===== src/core/flash_status_pkg.sv =====
package flash_status_pkg;

   // Poll-byte bit positions on the data lines.
   localparam int unsigned POS_DATA_POLL    = 7;
   localparam int unsigned POS_TOGGLE_ONE   = 6;
   localparam int unsigned POS_TIMING_LIMIT = 5;
   localparam int unsigned POS_RSV_HIGH     = 4;
   localparam int unsigned POS_ERASE_WINDOW = 3;
   localparam int unsigned POS_TOGGLE_TWO   = 2;
   localparam int unsigned POS_BUFFER_ABORT = 1;
   localparam int unsigned POS_RSV_LOW      = 0;

   // Operation status byte bit positions.
   localparam int unsigned POS_SR_VALID      = 7;
   localparam int unsigned POS_SR_ERASE_ERR  = 5;
   localparam int unsigned POS_SR_PROG_ERR   = 4;

   // Mask that drops the two reserved poll bits.
   localparam logic [7:0] POLL_MASK = 8'hee;

   // Command bytes and the unlock address pair.
   localparam logic [7:0]  CMD_RESET        = 8'hf0;
   localparam logic [7:0]  CMD_STATUS_READ  = 8'h70;
   localparam logic [7:0]  CMD_STATUS_CLEAR = 8'h71;
   localparam logic [7:0]  CMD_UNLOCK_1     = 8'haa;
   localparam logic [7:0]  CMD_UNLOCK_2     = 8'h55;
   localparam logic [7:0]  CMD_ABORT_RESET  = 8'hf0;
   localparam logic [22:0] ADDR_CMD         = 23'h000555;
   localparam logic [22:0] ADDR_UNLOCK_2    = 23'h0002aa;

   // Bus cycle timing at 50 MHz.
   localparam int unsigned CLK_PERIOD_NS   = 20;
   localparam int unsigned ACCESS_TIME_NS  = 70;
   localparam int unsigned ACCESS_CYCLES   = (ACCESS_TIME_NS + CLK_PERIOD_NS - 1) / CLK_PERIOD_NS;
   localparam int unsigned WRITE_PULSE_NS  = 40;
   localparam int unsigned WRITE_CYCLES    = (WRITE_PULSE_NS + CLK_PERIOD_NS - 1) / CLK_PERIOD_NS;
   localparam int unsigned RESET_RECOVERY_US = 30;
   localparam int unsigned RESET_RECOVERY_CYCLES = RESET_RECOVERY_US * 1000 / CLK_PERIOD_NS;
   localparam logic [3:0] BUS_CNT_ONE = 4'h1;

   // Verdicts reported to the user.
   typedef enum logic [2:0] {
      VERDICT_NONE    = 3'h0,
      VERDICT_DONE    = 3'h1,
      VERDICT_TIMEOUT = 3'h2,
      VERDICT_ABORT   = 3'h3,
      VERDICT_OP_ERR  = 3'h4
   } verdict_t;

endpackage


===== src/core/flash_bus_cycle.sv =====
`timescale 1ns/1ns
// Runs one asynchronous read or write cycle on the flash pins.
module flash_bus_cycle
   import flash_status_pkg::*;
(
   input  wire logic        clk_in,
   input  wire logic        reset_n_in,
   input  wire logic        start_in,
   input  wire logic        write_in,
   input  wire logic [22:0] addr_in,
   input  wire logic [7:0]  wdata_in,
   input  wire logic [7:0]  dq_sync_in,
   output logic             busy_out,
   output logic             done_out,
   output logic [7:0]       rdata_out,
   output logic [22:0]      flash_addr_out,
   output logic [7:0]       flash_dq_out,
   output logic             flash_dq_oe_out,
   output logic             flash_ce_n_out,
   output logic             flash_oe_n_out,
   output logic             flash_we_n_out
);

   logic [3:0] count;
   logic       is_write;
   wire        last_beat = (count == BUS_CNT_ONE);
   wire [3:0]  load_count = write_in ? 4'(WRITE_CYCLES) : 4'(ACCESS_CYCLES + 2);

   // Strobe held for the cycle length; a read samples two cycles after access time
   // so the three-flop input path has settled.
   always_ff @(posedge clk_in or negedge reset_n_in) begin
      if (!reset_n_in) begin
         count           <= 4'h0;
         is_write        <= 1'b0;
         busy_out        <= 1'b0;
         done_out        <= 1'b0;
         rdata_out       <= 8'h00;
         flash_addr_out  <= 23'h000000;
         flash_dq_out    <= 8'h00;
         flash_dq_oe_out <= 1'b0;
         flash_ce_n_out  <= 1'b1;
         flash_oe_n_out  <= 1'b1;
         flash_we_n_out  <= 1'b1;
      end else begin
         done_out <= 1'b0;
         if (!busy_out && start_in) begin
            count           <= load_count;
            is_write        <= write_in;
            busy_out        <= 1'b1;
            flash_addr_out  <= addr_in;
            flash_dq_out    <= wdata_in;
            flash_dq_oe_out <= write_in;
            flash_ce_n_out  <= 1'b0;
            flash_oe_n_out  <= write_in;
            flash_we_n_out  <= !write_in;
         end else if (busy_out) begin
            count <= count - 4'h1;
            if (last_beat) begin
               busy_out        <= 1'b0;
               done_out        <= 1'b1;
               flash_ce_n_out  <= 1'b1;
               flash_oe_n_out  <= 1'b1;
               flash_we_n_out  <= 1'b1;
               flash_dq_oe_out <= 1'b0;
               if (!is_write) begin
                  rdata_out <= dq_sync_in;
               end
            end
         end
      end
   end

endmodule


===== src/core/flash_status_host.sv =====
`timescale 1ns/1ns
// Functional notes
// - After timing failure, host writes reset command.
// - Host may skip window flag if fast.
// - Host checks window flag around each erase.
// - After abort, host sends abort-reset sequence.
// - Host polls a valid, last-loaded address.
// - Only reset or status clear ends error.
// - Host masks reserved poll bits.
module flash_status_host
   import flash_status_pkg::*;
(
   input  wire logic        clk_in,
   input  wire logic        reset_n_in,
   input  wire logic        poll_start_in,
   input  wire logic [22:0] poll_addr_in,
   input  wire logic [7:0]  expect_data_in,
   input  wire logic        erase_window_check_in,
   input  wire logic [7:0]  flash_dq_in,
   input  wire logic        ready_busy_n_in,
   output logic             poll_busy_out,
   output logic             poll_done_out,
   output logic [2:0]       verdict_out,
   output logic [7:0]       operation_status_byte_out,
   output logic             erase_window_open_out,
   output logic             device_ready_out,
   output logic [22:0]      flash_addr_out,
   output logic [7:0]       flash_dq_out,
   output logic             flash_dq_oe_out,
   output logic             flash_ce_n_out,
   output logic             flash_oe_n_out,
   output logic             flash_we_n_out
);

   typedef enum logic [3:0] {
      ST_IDLE     = 4'b0000,
      ST_READ_A   = 4'b0001,
      ST_READ_B   = 4'b0011,
      ST_RECHECK  = 4'b0010,
      ST_SR_CMD   = 4'b0110,
      ST_SR_READ  = 4'b0111,
      ST_CLR_1    = 4'b0101,
      ST_CLR_2    = 4'b0100,
      ST_CLR_3    = 4'b1100,
      ST_RECOVER  = 4'b1101,
      ST_FINISH   = 4'b1111
   } host_state_t;

   host_state_t state;
   host_state_t next_state;

   // Three-flop input paths; the first flop feeds only the second.
   logic [7:0] dq_s1, dq_s2, dq_s3;
   logic [2:0] rb_sync;
   logic       ready_level;

   always_ff @(posedge clk_in or negedge reset_n_in) begin
      if (!reset_n_in) begin
         dq_s1   <= 8'h00;
         dq_s2   <= 8'h00;
         dq_s3   <= 8'h00;
         rb_sync <= 3'b000;
      end else begin
         dq_s1   <= flash_dq_in;
         dq_s2   <= dq_s1;
         dq_s3   <= dq_s2;
         rb_sync <= {rb_sync[1:0], ready_busy_n_in};
      end
   end

   // Ready level changes only once the second and third flops agree.
   always_ff @(posedge clk_in or negedge reset_n_in) begin
      if (!reset_n_in) begin
         ready_level <= 1'b0;
      end else if (rb_sync[1] == rb_sync[2]) begin
         ready_level <= rb_sync[2];
      end
   end

   // Bus cycle engine.
   logic        cyc_start, cyc_write, cyc_busy, cyc_done;
   logic [22:0] cyc_addr;
   logic [7:0]  cyc_wdata, cyc_rdata;

   flash_bus_cycle u_cycle (
      .clk_in          (clk_in),
      .reset_n_in      (reset_n_in),
      .start_in        (cyc_start),
      .write_in        (cyc_write),
      .addr_in         (cyc_addr),
      .wdata_in        (cyc_wdata),
      .dq_sync_in      (dq_s3),
      .busy_out        (cyc_busy),
      .done_out        (cyc_done),
      .rdata_out       (cyc_rdata),
      .flash_addr_out  (flash_addr_out),
      .flash_dq_out    (flash_dq_out),
      .flash_dq_oe_out (flash_dq_oe_out),
      .flash_ce_n_out  (flash_ce_n_out),
      .flash_oe_n_out  (flash_oe_n_out),
      .flash_we_n_out  (flash_we_n_out)
   );

   logic [7:0]  first_read;
   logic [1:0]  clr_step;
   logic        clr_abort;
   logic        err_kind_abort;
   logic [31:0] recover_count;
   logic        issued;

   // Poll decisions on masked data.
   wire [7:0] masked_now  = cyc_rdata & POLL_MASK;
   wire [7:0] masked_prev = first_read & POLL_MASK;
   wire toggling  = masked_now[POS_TOGGLE_ONE] != masked_prev[POS_TOGGLE_ONE];
   wire poll_true = cyc_rdata[POS_DATA_POLL] == expect_data_in[POS_DATA_POLL];
   wire limit_hit = cyc_rdata[POS_TIMING_LIMIT];
   wire abort_hit = cyc_rdata[POS_BUFFER_ABORT];
   wire finished  = !toggling || poll_true;
   wire recover_done = (recover_count == 32'(RESET_RECOVERY_CYCLES));

   // Command bytes of the clearing sequences.
   wire [22:0] clr_addr = clr_abort && (clr_step == 2'h1) ? ADDR_UNLOCK_2 : ADDR_CMD;
   wire [7:0]  clr_data = !clr_abort ? CMD_RESET :
                          (clr_step == 2'h0) ? CMD_UNLOCK_1 :
                          (clr_step == 2'h1) ? CMD_UNLOCK_2 : CMD_ABORT_RESET;

   assign cyc_write = (state == ST_SR_CMD) || (state == ST_CLR_1);
   assign cyc_addr  = (state == ST_CLR_1) ? clr_addr : (state == ST_SR_CMD) ? ADDR_CMD
                                          : poll_addr_in;
   assign cyc_wdata = (state == ST_CLR_1) ? clr_data : CMD_STATUS_READ;
   assign cyc_start = !issued && !cyc_busy && ((state == ST_READ_A) || (state == ST_READ_B) ||
                      (state == ST_RECHECK) || (state == ST_SR_CMD) || (state == ST_SR_READ) ||
                      (state == ST_CLR_1));

   // Next state from the finished bus cycle.
   always_comb begin
      next_state = state;
      case (state)
         ST_IDLE:    if (poll_start_in) next_state = ST_READ_A;
         ST_READ_A:  if (cyc_done) next_state = ST_READ_B;
         ST_READ_B: begin
            if (cyc_done) begin
               if (finished) next_state = ST_FINISH;
               else if (abort_hit) next_state = ST_SR_CMD;
               else if (limit_hit) next_state = ST_RECHECK;
               else next_state = ST_READ_A;
            end
         end
         ST_RECHECK: begin
            if (cyc_done) next_state = finished ? ST_FINISH : ST_SR_CMD;
         end
         ST_SR_CMD:  if (cyc_done) next_state = ST_SR_READ;
         ST_SR_READ: if (cyc_done) next_state = ST_CLR_1;
         ST_CLR_1: begin
            if (cyc_done) next_state = (!clr_abort || clr_step == 2'h2) ? ST_CLR_2 : ST_CLR_1;
         end
         ST_CLR_2:   next_state = ST_RECOVER;
         ST_RECOVER: if (ready_level || recover_done) next_state = ST_FINISH;
         ST_FINISH:  next_state = ST_IDLE;
         default:    next_state = ST_IDLE;
      endcase
   end

   // State and poll bookkeeping.
   always_ff @(posedge clk_in or negedge reset_n_in) begin
      if (!reset_n_in) begin
         state          <= ST_IDLE;
         issued         <= 1'b0;
         first_read     <= 8'h00;
         clr_step       <= 2'h0;
         clr_abort      <= 1'b0;
         err_kind_abort <= 1'b0;
         recover_count  <= 32'h0;
      end else begin
         state  <= next_state;
         issued <= cyc_start ? 1'b1 : (cyc_done ? 1'b0 : issued);
         if (state == ST_IDLE) begin
            clr_step <= 2'h0;
            err_kind_abort <= 1'b0;
         end
         if (cyc_done && (state != ST_SR_READ) && (state != ST_CLR_1)) begin
            first_read <= cyc_rdata;
         end
         if (cyc_done && state == ST_READ_B && !finished && abort_hit) begin
            err_kind_abort <= 1'b1;
         end
         if (state == ST_SR_CMD) begin
            clr_abort <= err_kind_abort;
         end
         if (cyc_done && state == ST_CLR_1) begin
            clr_step <= clr_step + 2'h1;
         end
         recover_count <= (state == ST_RECOVER) ? recover_count + 32'h1 : 32'h0;
      end
   end

   // User outputs, all registered.
   always_ff @(posedge clk_in or negedge reset_n_in) begin
      if (!reset_n_in) begin
         poll_busy_out             <= 1'b0;
         poll_done_out             <= 1'b0;
         verdict_out               <= VERDICT_NONE;
         operation_status_byte_out <= 8'h00;
         erase_window_open_out     <= 1'b0;
         device_ready_out          <= 1'b0;
      end else begin
         poll_busy_out    <= (next_state != ST_IDLE);
         poll_done_out    <= (state == ST_FINISH);
         device_ready_out <= ready_level;
         if (cyc_done && state == ST_SR_READ) begin
            operation_status_byte_out <= cyc_rdata;
            verdict_out <= err_kind_abort ? VERDICT_ABORT :
                           cyc_rdata[POS_SR_VALID] ? VERDICT_OP_ERR : VERDICT_TIMEOUT;
         end else if (state == ST_READ_A && poll_start_in == 1'b0 && cyc_start) begin
            verdict_out <= VERDICT_NONE;
         end else if (state != ST_RECOVER && next_state == ST_FINISH) begin
            verdict_out <= VERDICT_DONE;
         end
         // Window flag low: more sector erase commands may follow.
         if (cyc_done && erase_window_check_in && state == ST_READ_A) begin
            erase_window_open_out <= !cyc_rdata[POS_ERASE_WINDOW];
         end
      end
   end

   // Host-side checks.
   chk_clear_after_error: assert property (@(posedge clk_in) disable iff (!reset_n_in)
      (state == ST_SR_READ && cyc_done) |=> state == ST_CLR_1)
      else $error("Error not followed by clearing");
   chk_mask_reserved: assert property (@(posedge clk_in) disable iff (!reset_n_in)
      masked_now[POS_RSV_HIGH] == 1'b0 && masked_now[POS_RSV_LOW] == 1'b0)
      else $error("Reserved poll bits not masked");
   chk_done_pulse: assert property (@(posedge clk_in) disable iff (!reset_n_in)
      poll_done_out |=> !poll_done_out)
      else $error("Done longer than one cycle");
   chk_pins_idle: assert property (@(posedge clk_in) disable iff (!reset_n_in)
      (state == ST_IDLE && !cyc_busy) |-> (flash_ce_n_out && !flash_dq_oe_out))
      else $error("Bus active while idle");
   chk_abort_seq: assert property (@(posedge clk_in) disable iff (!reset_n_in)
      (state == ST_CLR_1 && clr_abort && clr_step == 2'h0) |-> cyc_wdata == CMD_UNLOCK_1)
      else $error("Abort reset lacks unlock");
   chk_reset_cmd: assert property (@(posedge clk_in) disable iff (!reset_n_in)
      (state == ST_CLR_1 && !clr_abort) |-> cyc_wdata == CMD_RESET)
      else $error("Timeout clear not reset command");
   chk_recover_bound: assert property (@(posedge clk_in) disable iff (!reset_n_in)
      state == ST_RECOVER |-> recover_count <= 32'(RESET_RECOVERY_CYCLES))
      else $error("Recovery wait overran");
   chk_two_reads: assert property (@(posedge clk_in) disable iff (!reset_n_in)
      (state == ST_READ_A && cyc_done) |=> state == ST_READ_B)
      else $error("Toggle check skipped second read");
   cov_finish: cover property (@(posedge clk_in) disable iff (!reset_n_in)
      state == ST_FINISH && verdict_out == VERDICT_DONE);
   cov_abort: cover property (@(posedge clk_in) disable iff (!reset_n_in)
      state == ST_CLR_1 && clr_abort);
   cov_recover: cover property (@(posedge clk_in) disable iff (!reset_n_in)
      state == ST_RECOVER && ready_level);

endmodule


===== config.mk =====
export PLATFORM = sky130hd
export DESIGN_NAME = flash_status_host
export DESIGN_NICKNAME = d
export VERILOG_FILES = /design/src/core/flash_status_pkg.sv /design/src/core/flash_bus_cycle.sv /design/src/core/flash_status_host.sv
export SDC_FILE = /design/constraint.sdc
export NUM_CORES = 1
export LEC_CHECK = 0
export BUFFER_PORTS_ARGS = -buffer_cell sky130_fd_sc_hd__buf_2
export CORE_MARGIN = 2
export CORE_UTILIZATION = 50
export DETAILED_ROUTE_END_ITERATION = 10
export PLACE_DENSITY = 0.75
export SLEW_MARGIN = 10
export SYNTH_ARGS = -nofsm -noshare
export SYNTH_HDL_FRONTEND = slang
export SYNTH_SLANG_ARGS = --single-unit

===== constraint.sdc =====
create_clock -name clk_in -period 1.75 [get_ports clk_in]
set_clock_uncertainty 0.1 [all_clocks]
set_input_delay 0.2625 -clock clk_in [delete_from_list [all_inputs] [get_ports clk_in]]
set_output_delay 0.2625 -clock clk_in [all_outputs]
set_load 0.005 [all_outputs]

==> flow_metrics.tcl <==
set metrics [dict create \
    synth.area.top_cells "dfrtp_1 (60%), xor2_1 (4.2%), nor2_1 (3.9%)" \
    synth.yosys.seq_area_share_pct 61.31 \
    layout_commonest_cell "dfrtp_1" \
    avgSynthCellArea_sq_um 11.60 \
    slew_viol_final 0 \
    maxCapViolCount 0 \
    fin_area_sq_um 7538 \
    rows 37 \
    post-route-drc-count 0 \
    muxShareOfSynthArea_pct 4.129 \
    drive_above_1_share_pct 35.91 \
    die_width_microns 107.9 \
    period_minus_slack_ns 1.962 \
    drt_iter0_drc 366 \
    violations "setup timing" \
    place.gp.congestion 0.8248 \
    initial_core_util_pct 51.78 \
    synth_warnings 0 \
    r2r_slack_ns -0.21 \
    synthToLayoutAreaGrowth_pct 39.76 \
    numPortBuffers 86 \
    synthCells 465 \
    synth_compound_area_share_pct 7.817 \
    irDropWorstVdd_mv 0.7309 \
    dp_hpwl_microns 7693 \
    grt_max_degree 95 \
    numCtsBuffers 17 \
    dr.pass1.iters 4 \
    power-per-cell-area_nw_per_um2 1409 \
    n_antenna_cell 0 \
    antenna_found_initial 0 \
    grt_pass1_wl_microns 20430 \
    grt.total_usage_pct 22.65 \
    netlist-cell-type-count 52 \
    clockBufferDepth 2 \
    synthXorXnorAreaFrac_pct 5.683 \
    synth_area_leader_cell "dfrtp_1" \
    setup_viol 7 \
    ys_ff_latch 132 \
    clk_latency_ns 0.52 \
    synth_edf_count 0 \
    cts.sinks 132 \
    ys_dominant_reg_cell "dfrtp_1" \
    min_path_type "primary input to register" \
    synth.top_cell.area_share_pct 59.85 \
    core_sq_um 10420 \
    ios 94 \
    final_cell_count_no_fill 796 \
    worstPathRequired_ns 2.05 \
    syn_nets 516 \
    cp_max_fo 3 \
    wl_per_cell_microns 16.45 \
    cts-root-buf "clkbuf_8" \
    viasPerCell 5.420 \
    synth_area_sq_um 5394 \
    wl_microns 13090 \
    tightest_slew_ns 0.5655 \
    cts-htree-levels 4 \
    rsz0062_at_grt "yes" \
    worst_slack_ns -0.2117 \
    place_area_sq_um 6362 \
    clk_pin_slew_ns 0.06 \
    die_h_microns 107.9 \
    synthSimpleGateAreaFrac_pct 16.01 \
    status "finished with violations" \
    fp.dieArea_sq_um 11630 \
    report.power.total_w 0.01062 \
    ys_async_sr_fraction_pct 100.0 \
    cp.arrival_ns 2.26 \
    placedCellCount 715 \
    synthAdderAreaFrac_pct 1.809 \
    period_share_pct 112.1 \
    ant_nets 0 \
    max_freq_mhz 509.8 \
    critPathKind "register to register" \
    grt_pass1_vias 4224 \
    num_vias 4314 \
    synth_top_family_by_area "simple AND/OR/NAND/NOR gates" \
    relSlewSlack_pct 61.33 \
    cp-end-kind "register" \
    worstSetupStartpointType "register" \
    mostFrequentLayoutCells "dfrtp_1 (126), buf_2 (86), nor2_1 (54), buf_4 (53), dlygate4sd3_1 (34)" \
    grt_overflow 0 \
    cts_tree "built" \
    finalHoldViolCount 0 \
    final_nets 698 \
    dp_slack_ns -0.2039 \
    p_leak_nw 3.557 \
]
==> final timing paths <==
| kind | cells after the start | endpoint | start |
|---|---|---|---|
| worst max-delay path | 5 | poll_busy_out | first_read[6] |
| worst min-delay path | 3 | verdict_out[0] | poll_start_in |
| worst max register to register | 5 | poll_busy_out | first_read[6] |
| worst min register to register | 0 | dq_s2[1] | dq_s1[1] |
| max in group asynchronous | 3 | recover_count[18] | reset_n_in |
| min in group asynchronous | 3 | u_cycle.count[3] | reset_n_in |
==> Yosys cell counts (all sizes together) (2+ instances only) <==
library cell and n:
nor4 7, xnor2 9, nor2 58, a31o 2, ha 7, mux2i 2
and3 3, o21a 2, buf 11, xor2 26, and4 3, nand2b 7
dfrtp 129, nand2 33, a21oi 5, a22o 15, or4 3, mux2 18
nor4b 3, nor3 11, inv 18, dfstp 3, nand4 15, a21o 2
o21ai 15, clkbuf 11, o41ai 2, a211o 2, nand3 21, nor3b 2
a221o 6
==> state kept, by name, indices dropped and copies added (netlist names), 2 cells and up <==
name,count
verdict_out,3
operation_status_byte_out,8
u_cycle.flash_addr_out,23
recover_count,32
dq_s2,8
u_cycle.count,4
u_cycle.flash_dq_out,5
dq_s1,8
state,4
dq_s3,8
clr_step,2
rb_sync,3
u_cycle.rdata_out,8
==> metal layers <==
metal  track usage (%)  routed length, microns
met3             5.085                     585
met5                 0                       0
met2             38.10                    6705
met1             28.98                    5524
met4             7.784                     277
==> kinds of logic after synthesis <==
| kind of cell | Yosys count |
|---|---|
| muxes | 20 |
| and+or+nand+nor | 173 |
| AOI/OAI and AO/OA | 57 |
| DFF | 132 |
| xor gates and xnor gates | 35 |
| adders and majority gates | 8 |
| buffers and inverters | 40 |
==> where the power goes <==
| group | internal, W | switching (W) | total (W) |
|---|---|---|---|
| combinational | 0.00166 | 0.00148 | 0.00314 |
| sequential | 0.00373 | 0.000432 | 0.00417 |
| clock | 0.00195 | 0.00137 | 0.00332 |
==> critical path: stages (launching register included) <==
cell	delay, ns
dfrtp_1	0.41
xor2_2	0.20
nand3_2	0.12
or4_4	0.52
a21oi_2	0.14
or3b_1	0.35
==> through the flow <==
stage	util (%)	setup TNS (ns)	hold slack, ns
floorplan	-	-0.5800	-0.1331
global placement	61.08	-0.2545	0.2321
detailed placement	61.08	-0.4488	0.2347
CTS	71.04	-0.5247	0.08208
global route	72.37	-2.627	0.09901
finish	72.37	-0.7090	0.08778
==> cell type report <==
| type | instances | area [sq um] |
|---|---|---|
| clock buffer | 20 | 435.4 |
| clock inverter | 12 | 121.4 |
| fill | 646 | 2878 |
| inverter | 18 | 67.56 |
| multi-input combinational | 294 | 2107 |
| sequential | 132 | 3311 |
| tap | 136 | 170.2 |
| timing repair buffer | 184 | 1326 |
==> repair_timing <==
action / 4_1_cts / 5_1_grt
setup endpoints to repair: 14 / 54
buffers inserted: 5 / 8
gates resized for setup: 11 / 24
gates cloned: 3 / 0
pin swaps: 7 / 17
endpoints found under the hold margin: 162 / 0
hold buffers: 34 / 0
Power figures use the tool's default switching activity.
